**config.mk**
```make
export PLATFORM = sky130hd
export DESIGN_NAME = slcd_top
export DESIGN_NICKNAME = d
export VERILOG_FILES = /design/src/slcd_pkg.sv /design/src/slcd_top.sv /design/src/slcd_sync.sv
export SDC_FILE = /design/constraint.sdc
export NUM_CORES = 1
export LEC_CHECK = 0
export ABC_CLOCK_PERIOD_IN_PS = 9400
export BUFFER_PORTS_ARGS = -buffer_cell sky130_fd_sc_hd__buf_2
export CAP_MARGIN = 0
export CORE_AREA = 4 4 110 112
export CTS_CLUSTER_SIZE = 10
export DETAILED_ROUTE_END_ITERATION = 6
export DIE_AREA = 0 0 114 116
export PLACE_DENSITY = 0.69
export REMOVE_ABC_BUFFERS = 1
export SYNTH_ARGS = -nofsm -noshare
export SYNTH_HDL_FRONTEND = slang
export SYNTH_HIERARCHICAL = 1
export SYNTH_SLANG_ARGS = --single-unit
```
**constraint.sdc**
```tcl
create_clock -name CLK -period 9.4 [get_ports CLK]
set_input_delay 0.94 -clock CLK [delete_from_list [all_inputs] [get_ports CLK]]
set_output_delay 0.94 -clock CLK [all_outputs]
set_load 0.02 [all_outputs]
```
**src/slcd_pkg.sv**
```systemverilog
/*
  slcd_pkg: constants shared by the serial segment driver files.
  assumes: included before slcd_sync and slcd_top.
*/
`default_nettype none

package slcd_pkg;

  // backplane mode selection
  typedef enum logic [1:0] {
    SLCD_MODE_INT    = 2'h0,
    SLCD_MODE_EXT    = 2'h1,
    SLCD_MODE_STATIC = 2'h2
  } slcd_mode_e;

  localparam int unsigned SLCD_SEG_DEFAULT   = 32;
  localparam int unsigned SLCD_DIV_RATIO     = 256;
  localparam int unsigned SLCD_DIV_WIDTH     = 8;
  localparam logic [7:0]  SLCD_DIV_RESET     = 8'h00;
  localparam int unsigned SLCD_SYNC_STAGES   = 2;
  localparam logic        SLCD_PIN_RESET     = 1'h0;
  localparam logic        SLCD_CS_RESET      = 1'h1;

endpackage

`default_nettype wire

```
**src/slcd_top.sv**
```systemverilog
/*
  slcd_top: serial-loaded lcd segment driver with latch and backplane.
  assumes: all pins are asynchronous to CLK and slow against 100 MHz;
  pin edges are recovered from the synchronised levels.
*/
// Contract
// - shifting happens only while chip select is low
// - falling shift clock captures data in and moves stages toward last
// - serial out takes the last stage on rising shift clock
// - latch transparent while load high, holds while load low
// - falling load captures shift register and keeps it
// - chip select falling with shift clock low gives one extra shift
// - latched one drives segment in antiphase with backplane
// - latched zero drives segment in phase with backplane
// - internal mode divides the oscillator by 256 for backplane
// - external mode: each input cycle resets divider, backplane follows
// - static mode drives steady dc levels with no alternation
`timescale 1ns/10ps
`default_nettype none

module slcd_top #(
  parameter int unsigned SEGS = slcd_pkg::SLCD_SEG_DEFAULT
) (
  // clock and reset
  input  wire logic            CLK,
  input  wire logic            RST,
  // serial load pins
  input  wire logic            SERIAL_IN,
  input  wire logic            SHIFT_CLK,
  input  wire logic            CHIP_SEL_N,
  input  wire logic            LOAD,
  output logic                 SERIAL_OUT,
  // backplane timing
  input  wire logic            OSC_TICK,
  input  wire logic            BACKPLANE_CLOCK_IN,
  input  wire logic [1:0]      OSCILLATOR_STRAP,
  // display drive
  output logic                 BACKPLANE_OUT,
  output logic [SEGS-1:0]      SEG_OUT
);

  initial begin
    if (SEGS < 1) begin
      $error("SEGS must be at least one");
    end
  end

  // ----------------------------------------------------------------
  // pin synchronisers
  // ----------------------------------------------------------------
  logic [5:0] pins_sync;
  logic       din_s;
  logic       sclk_s;
  logic       cs_n_s;
  logic       load_s;
  logic       osc_s;
  logic       bpin_s;

  slcd_sync #(
    .WIDTH (6)
  ) u_sync (
    .clk      (CLK),
    .rst      (RST),
    .rst_val  (6'h06),
    .pin_in   ({BACKPLANE_CLOCK_IN, OSC_TICK, LOAD, CHIP_SEL_N,
                SHIFT_CLK, SERIAL_IN}),
    .pin_sync (pins_sync)
  );

  assign din_s  = pins_sync[0];
  assign sclk_s = pins_sync[1];
  assign cs_n_s = pins_sync[2];
  assign load_s = pins_sync[3];
  assign osc_s  = pins_sync[4];
  assign bpin_s = pins_sync[5];

  // ----------------------------------------------------------------
  // state
  // ----------------------------------------------------------------
  typedef struct packed {
    logic [SEGS-1:0]                        shift_stage;
    logic [SEGS-1:0]                        latch;
    logic                                   sout;
    logic                                   sclk_d;
    logic                                   cs_n_d;
    logic                                   osc_d;
    logic                                   bpin_d;
    logic [slcd_pkg::SLCD_DIV_WIDTH-1:0]    div;
    logic                                   bp;
    logic [SEGS-1:0]                        seg;
  } slcd_state_s;

  slcd_state_s st_ff;
  slcd_state_s nxt_st;
  slcd_pkg::slcd_mode_e mode;

  logic sclk_fall;
  logic sclk_rise;
  logic cs_fall;
  logic do_shift;
  logic osc_rise;
  logic bpin_rise;

  assign mode      = slcd_pkg::slcd_mode_e'(OSCILLATOR_STRAP);
  assign sclk_fall = st_ff.sclk_d & ~sclk_s;
  assign sclk_rise = ~st_ff.sclk_d & sclk_s;
  assign cs_fall   = st_ff.cs_n_d & ~cs_n_s;
  assign osc_rise  = ~st_ff.osc_d & osc_s;
  assign bpin_rise = ~st_ff.bpin_d & bpin_s;

  // a select edge with the clock low counts as one falling clock edge
  assign do_shift = (~cs_n_s & sclk_fall)
                  | (cs_fall & ~sclk_s);

  always_comb begin
    nxt_st        = st_ff;
    nxt_st.sclk_d = sclk_s;
    nxt_st.cs_n_d = cs_n_s;
    nxt_st.osc_d  = osc_s;
    nxt_st.bpin_d = bpin_s;

    // --------------------------------------------------------------
    // shift register and serial out
    // --------------------------------------------------------------
    if (do_shift) begin
      nxt_st.shift_stage = (st_ff.shift_stage << 1)
                         | SEGS'(din_s);
    end
    if (sclk_rise && !cs_n_s) begin
      nxt_st.sout = st_ff.shift_stage[SEGS-1];
    end

    // latch follows while load high; last value kept at its fall
    if (load_s) begin
      nxt_st.latch = st_ff.shift_stage;
    end

    // --------------------------------------------------------------
    // backplane divider
    // --------------------------------------------------------------
    unique case (mode)
      slcd_pkg::SLCD_MODE_INT: begin
        if (osc_rise) begin
          // top divider bit is the backplane: one full period per 256 ticks
          nxt_st.div = st_ff.div + 8'h01;
          nxt_st.bp  = nxt_st.div[7];
        end
      end
      slcd_pkg::SLCD_MODE_EXT: begin
        if (bpin_rise) begin
          nxt_st.div = slcd_pkg::SLCD_DIV_RESET;
        end
        nxt_st.bp = bpin_s;
      end
      default: begin
        nxt_st.div = slcd_pkg::SLCD_DIV_RESET;
        nxt_st.bp  = 1'b0;
      end
    endcase

    // --------------------------------------------------------------
    // segment drive
    // --------------------------------------------------------------
    nxt_st.seg = st_ff.latch ^ {SEGS{nxt_st.bp}};
  end

  always_ff @(posedge CLK or posedge RST) begin
    if (RST) begin
      st_ff <= '0;
      st_ff.sclk_d <= 1'b1;
      st_ff.cs_n_d <= slcd_pkg::SLCD_CS_RESET;
    end else begin
      st_ff <= nxt_st;
    end
  end

  assign SERIAL_OUT    = st_ff.sout;
  assign BACKPLANE_OUT = st_ff.bp;
  assign SEG_OUT       = st_ff.seg;

  // ----------------------------------------------------------------
  // checks
  // ----------------------------------------------------------------
  chk_shift_needs_sel: assert property (@(posedge CLK) disable iff (RST)
    (cs_n_s && $past(cs_n_s)) |=> $stable(st_ff.shift_stage))
    else $error("shift register changed while deselected");

  chk_shift_capture: assert property (@(posedge CLK) disable iff (RST)
    (sclk_fall && !cs_n_s) |=> st_ff.shift_stage[0] == $past(din_s))
    else $error("falling shift clock did not capture data");

  chk_rise_no_shift: assert property (@(posedge CLK) disable iff (RST)
    (sclk_rise && !cs_fall) |=> $stable(st_ff.shift_stage))
    else $error("rising shift clock moved the register");

  chk_sout_update: assert property (@(posedge CLK) disable iff (RST)
    (sclk_rise && !cs_n_s) |=> SERIAL_OUT == $past(st_ff.shift_stage[SEGS-1]))
    else $error("serial out not updated on rising clock");

  chk_latch_hold: assert property (@(posedge CLK) disable iff (RST)
    (!load_s) |=> st_ff.latch == $past(st_ff.latch))
    else $error("latch moved while load low");

  chk_latch_fall: assert property (@(posedge CLK) disable iff (RST)
    ($past(load_s) && !load_s) |-> st_ff.latch == $past(st_ff.shift_stage))
    else $error("falling load did not keep the shift data");

  chk_extra_shift: assert property (@(posedge CLK) disable iff (RST)
    (cs_fall && !sclk_s) |=> st_ff.shift_stage[0] == $past(din_s))
    else $error("select edge with clock low did not shift");

  chk_seg_phase: assert property (@(posedge CLK) disable iff (RST)
    ##1 SEG_OUT == ($past(st_ff.latch) ^ {SEGS{BACKPLANE_OUT}}))
    else $error("segment phase does not follow latch");

  chk_static_dc: assert property (@(posedge CLK) disable iff (RST)
    (mode == slcd_pkg::SLCD_MODE_STATIC)[*2] |-> !BACKPLANE_OUT)
    else $error("backplane alternates in static mode");

  chk_ext_follow: assert property (@(posedge CLK) disable iff (RST)
    (mode == slcd_pkg::SLCD_MODE_EXT) |=> BACKPLANE_OUT == $past(bpin_s))
    else $error("backplane does not follow external clock");

endmodule

`default_nettype wire

```
**src/slcd_sync.sv**
```systemverilog
/*
  slcd_sync: two-flop synchroniser for a bundle of pin inputs.
  assumes: inputs are asynchronous to CLK; reset value per bit given.
*/
`timescale 1ns/10ps
`default_nettype none

module slcd_sync #(
  parameter int unsigned WIDTH = 4
) (
  // clock and reset
  input  wire logic             clk,
  input  wire logic             rst,
  // pins and synchronised levels
  input  wire logic [WIDTH-1:0] rst_val,
  input  wire logic [WIDTH-1:0] pin_in,
  output logic      [WIDTH-1:0] pin_sync
);

  logic [WIDTH-1:0] meta_ff;
  logic [WIDTH-1:0] sync_ff;

  // flops hold the pin level xor rst_val, so a plain zero reset reads back
  // as rst_val; this keeps the reset branch constant and glitch free
  genvar g;
  generate
    for (g = 0; g < WIDTH; g = g + 1) begin : g_bit
      always_ff @(posedge clk or posedge rst) begin
        if (rst) begin
          meta_ff[g] <= 1'b0;
          sync_ff[g] <= 1'b0;
        end else begin
          meta_ff[g] <= pin_in[g] ^ rst_val[g];
          sync_ff[g] <= meta_ff[g];
        end
      end
    end
  endgenerate

  // undo the stored inversion; during reset and until the second clock edge after it this gives rst_val
  assign pin_sync = sync_ff ^ rst_val;

endmodule

`default_nettype wire

```
# Yosys cells after proc, flatten, opt, wreduce, memory -nomap -nowiden
# Cells that the tools add are included.
[totals]
regBits = 122
input_bits = 10
out_inout_bits = 34
word_cells = 51
[classes]
add_sub_neg = 1
eq_ne = 3
muxes = 3
bitwise = 18
reduce_logical = 4
[op_table]
columns = ["operator", "count"]
rows = [
  ["$or 32x1->32", 1],
  ["$xor 32x32->32", 1],
  ["$pmux 9 s2", 1],
  ["$mux 9", 1],
  ["$add 8x1->8 const B", 1],
  ["$mux 8", 1],
  ["$and 1x1->1", 7],
  ["$not 1->1", 7],
  ["$ne 2x2->1 const B", 2],
  ["$eq 2x1->1 const B", 1],
  ["$logic_not 2->1", 1],
  ["$not 2->2", 1],
  ["$reduce_and 2->1", 1],
  ["$logic_and 1x1->1", 1],
  ["$logic_not 1->1", 1],
  ["$or 1x1->1", 1],
]

# Depth between registers and ports, before layout
[depth]
ltp_word = 5
ltp_mapped = 7
ltp_nobuf = 5

# By module
# Netlist, hierarchy kept.
[modules_own_cells]
columns = ["mod", "n_inst", "cells_per_inst", "area_per_inst_um2", "seq_area_each_um2"]
rows = [
  ["slcd_top", 1, 298, 4420.5, 2755.1],
  ["slcd_sync", 1, 25, 409.1, 300.3],
]

# Worst setup path before layout
# Ideal clock, no wire load.
[synth_timing]
path_kind = "input -> register"
start = "input OSCILLATOR_STRAP[0]"
end = "register st_ff, in the netlist SEG_OUT[10]"
setup_time_ns = 0.079
t_arrival_ns = 2.329
t_required_ns = 9.321
path_slack_ns = 6.992
stages = 6
cell_sequence = "or4b_1 > clkbuf_2 > a211o_1 > o211ai_4 > buf_8 > xor2_1"
[synth_rtl]
columns = ["item", "line_no", "rtl"]
rows = [
  ["start, declared", "slcd_top.sv:36", "input wire logic [1:0] OSCILLATOR_STRAP,"],
  ["end signal, assigned", "slcd_top.sv:173", "st_ff <= nxt_st;"],
  ["end, declared", "slcd_top.sv:93", "slcd_state_s st_ff;"],
]

==> flow_summary_export.csv <==
group,metric,value,unit
setup_path,path_class,"in2reg",
setup_path,cp.required,9.65,ns
timing,finalSetupViolCount,0,
grt,first_global_vias,2533,
cells_and_area,final_common_cell,"dfrtp_1",
synthesis,netlist_instances,323,
timing,tns,0,ns
setup_path,cp_top_family,"simple AND/OR/NAND/NOR gates",
cells_and_area,drive_gt1_share,42.8,%
drt,avgViaCountPerCell,4.61,
grt,grt_overflow,0,
timing,setup_ws,6.86,ns
timing,slew_viol_final,0,
setup_path,crit_chain,"buf_2, or4b_1, a211o_1, o211ai_4, buf_4, xor2_1",
power,powerDensity,281,mW/mm^2
cells_and_area,diodes,0,
cells_and_area,fin_util,50.0,%
floorplan,fp-row-count,39,
drt,drtIter0Drc,98,
clocking,cts_sinks,122,
flow_run,max-cap-violations,0,
synthesis,synth_area,0.00483,mm^2
power,p_leak,2.90,nW
drt,drc,0,
clocking,cts_buffers,17,
drt,vias,2350,
floorplan,die_area,0.0132,mm^2
synthesis,yosysWarnings,6,
drt,totalWireLength,7.12,mm
floorplan,coreArea,0.0112,mm^2
timing,fin_crit,2.54,ns
grt,grt_usage,12.2,%
synthesis,synth_seq_area_share,63.3,%
place,place.gp.congestion,0.731,
place,portBuffers,43,
place,dp_hpwl,4.38,mm
setup_path,critPathBufInv,2,
grt,antenna_found_initial,0,
synthesis,synth.distinct_cells,35,
setup_path,cp-end-kind,"flop",
clocking,root_buffer,"clkbuf_16",
floorplan,die_h,116,um
power,irDropWorstVdd,0.122,mV
power,power,1.58,mW
cells_and_area,seq_area,0.00306,mm^2
clocking,htreeDepth,4,
cells_and_area,nFillCells,924,
cells_and_area,syn2layout_area_growth,16.1,%
clocking,holdBufCountCts,0,
cells_and_area,multi_input_area,0.00151,mm^2
grt,grt_max_degree,72,
place,place_ws,6.44,ns
drt,wl_per_cell,14.0,um
timing,fmax,394,MHz
setup_path,crit_fanout,33,
run_status,status,"completed",
clocking,clock_path_buffers,2,
drt,drtAntennaViolNets,0,
setup_path,cp_slowest_cell,"or4b_1",
cells_and_area,most-common-layout-cells,"120 x dfrtp_1, 65 x mux2_2, 43 x buf_2",
cells_and_area,final_nets,365,
synthesis,ys_ff_latch,122,
floorplan,die_w,114,um
place,placed_cells,478,
drt,first_pass_iters,4,
setup_path,worstPathArrival,2.79,ns
timing,hold_viol,0,
cells_and_area,stdcell_count,510,
floorplan,ios,44,
clocking,cts_tree,"done",
timing,period_share,27.0,%
clocking,ctsResizeCount,0,
timing,tightestPinTransition,1.12,ns
clocking,clkLatencyLatePin,0.41,ns
setup_path,startpoint_type,"input port",
worst_hold_path,min_path_type,"reg2reg",
grt,grt_pass1_wl,12.2,mm
clocking,cts.clk_slew.worst_paths,0.05,ns
timing,rsz0062_at_grt,"no",
setup_path,cpPeakStageDelay,0.65,ns
floorplan,initial_core_util,43.0,%
synthesis,syn_area_per_cell,15.0,um^2
timing,finClkSkew,0.00881,ns
timing,slew_headroom,25.1,%
clocking,cts_setup_buffers,0,
per-layer routing:
layer | wire length, um | up-vias | track usage [%]
met4 | 113 | 0 | 5.70
met1 | 2860 | 1192 | 13.8
li1 | - | 1103 | -
met2 | 3800 | 45 | 19.9
met5 | 0 | - | 0
met3 | 353 | 10 | 5.27
power by group:
group	switching (mW)	internal [mW]
sequential	0.0562	0.627
clock	0.231	0.432
combinational	0.124	0.106
path summary, 6_finish.rpt:
path | start | end | slack (ns) | cells after the start
max | OSCILLATOR_STRAP[0] | SEG_OUT[12] | 6.86 | 6
min | u_sync/meta_ff[5] | u_sync/sync_ff[5] | 0.35 | 0
max reg2reg | u_sync/sync_ff[4] | SEG_OUT[12] | 6.99 | 6
min reg2reg | u_sync/meta_ff[5] | u_sync/sync_ff[5] | 0.35 | 0
max in group asynchronous | RST | st_ff[94] | 7.59 | 3
min in group asynchronous | RST | u_sync/meta_ff[5] | 0.55 | 2
registers in the layout, indices dropped and copies added, names as in the netlist:
name	count
st_ff	76
SEG_OUT	32
u_sync/meta_ff	6
u_sync/sync_ff	6
BACKPLANE_OUT	1
SERIAL_OUT	1
cells in the mapped netlist (all sizes together):
| cell type | n | share of area (%) |
|---|---|---|
| dfrtp | 120 | 62 |
| mux2 | 65 | 15 |
| xor2 | 45 | 8.6 |
| buf | 38 | 6.2 |
| o21ai | 12 | 1.2 |
| clkbuf | 5 | 0.41 |
| nand2 | 5 | 0.39 |
| inv | 4 | 0.31 |
| nand4 | 3 | 0.39 |
| a21oi | 2 | 0.21 |
| a31oi | 2 | 0.26 |
| and3 | 2 | 0.29 |
| conb | 2 | 0.16 |
| dfstp | 2 | 1.1 |
| nand3 | 2 | 0.21 |
| nor2 | 2 | 0.16 |
| a211o | 1 | 0.18 |
| a21boi | 1 | 0.16 |
| a22o | 1 | 0.18 |
| and2b | 1 | 0.18 |
| and4 | 1 | 0.21 |
| ha | 1 | 0.26 |
| nor3b | 1 | 0.16 |
| nor4b | 1 | 0.31 |
| o211ai | 1 | 0.44 |
| o221a | 1 | 0.23 |
| or2b | 1 | 0.18 |
| or4b | 1 | 0.21 |
per-stage QoR:
stage	hold WS [ns]	area (um^2)
finish	0.345	5610
global route	0.353	5610
CTS	0.348	5610
detailed placement	0.335	4990
global placement	0.333	4990
floorplan	0.331	4550
area by class of cell:
cell class	instances	share of cell area [%]
repair buffers	45	4.11
clock inverters	13	2.99
multi-input cells	164	26.8
clock buffers	19	8.08
inverters	4	0.312
well taps	143	3.19
flip-flops and latches	122	54.5
logic make-up (layout without fill, tap and decap cells):
group	after synthesis	count (layout)	synth area share [%]
flip-flops	122	122	63.3
AND/OR/NAND/NOR	20	20	2.67
XOR/XNOR	45	45	8.63
multiplexers	65	65	15.2
buffers and inverters	47	81	6.97
AO/OA/AOI/OAI	21	21	2.90
adder cells (fa/ha/maj)	1	1	0.259
other	2	12	0.155
worst reg2reg max path, stage by stage, from the launching register on:
cell and delay (ns):
dfrtp_1 0.33, xor2_1 0.24, or4b_1 0.61, a211o_1 0.31, o211ai_4 0.09, buf_4 0.50, xor2_1 0.18
(Power assumes the default switching activity.)
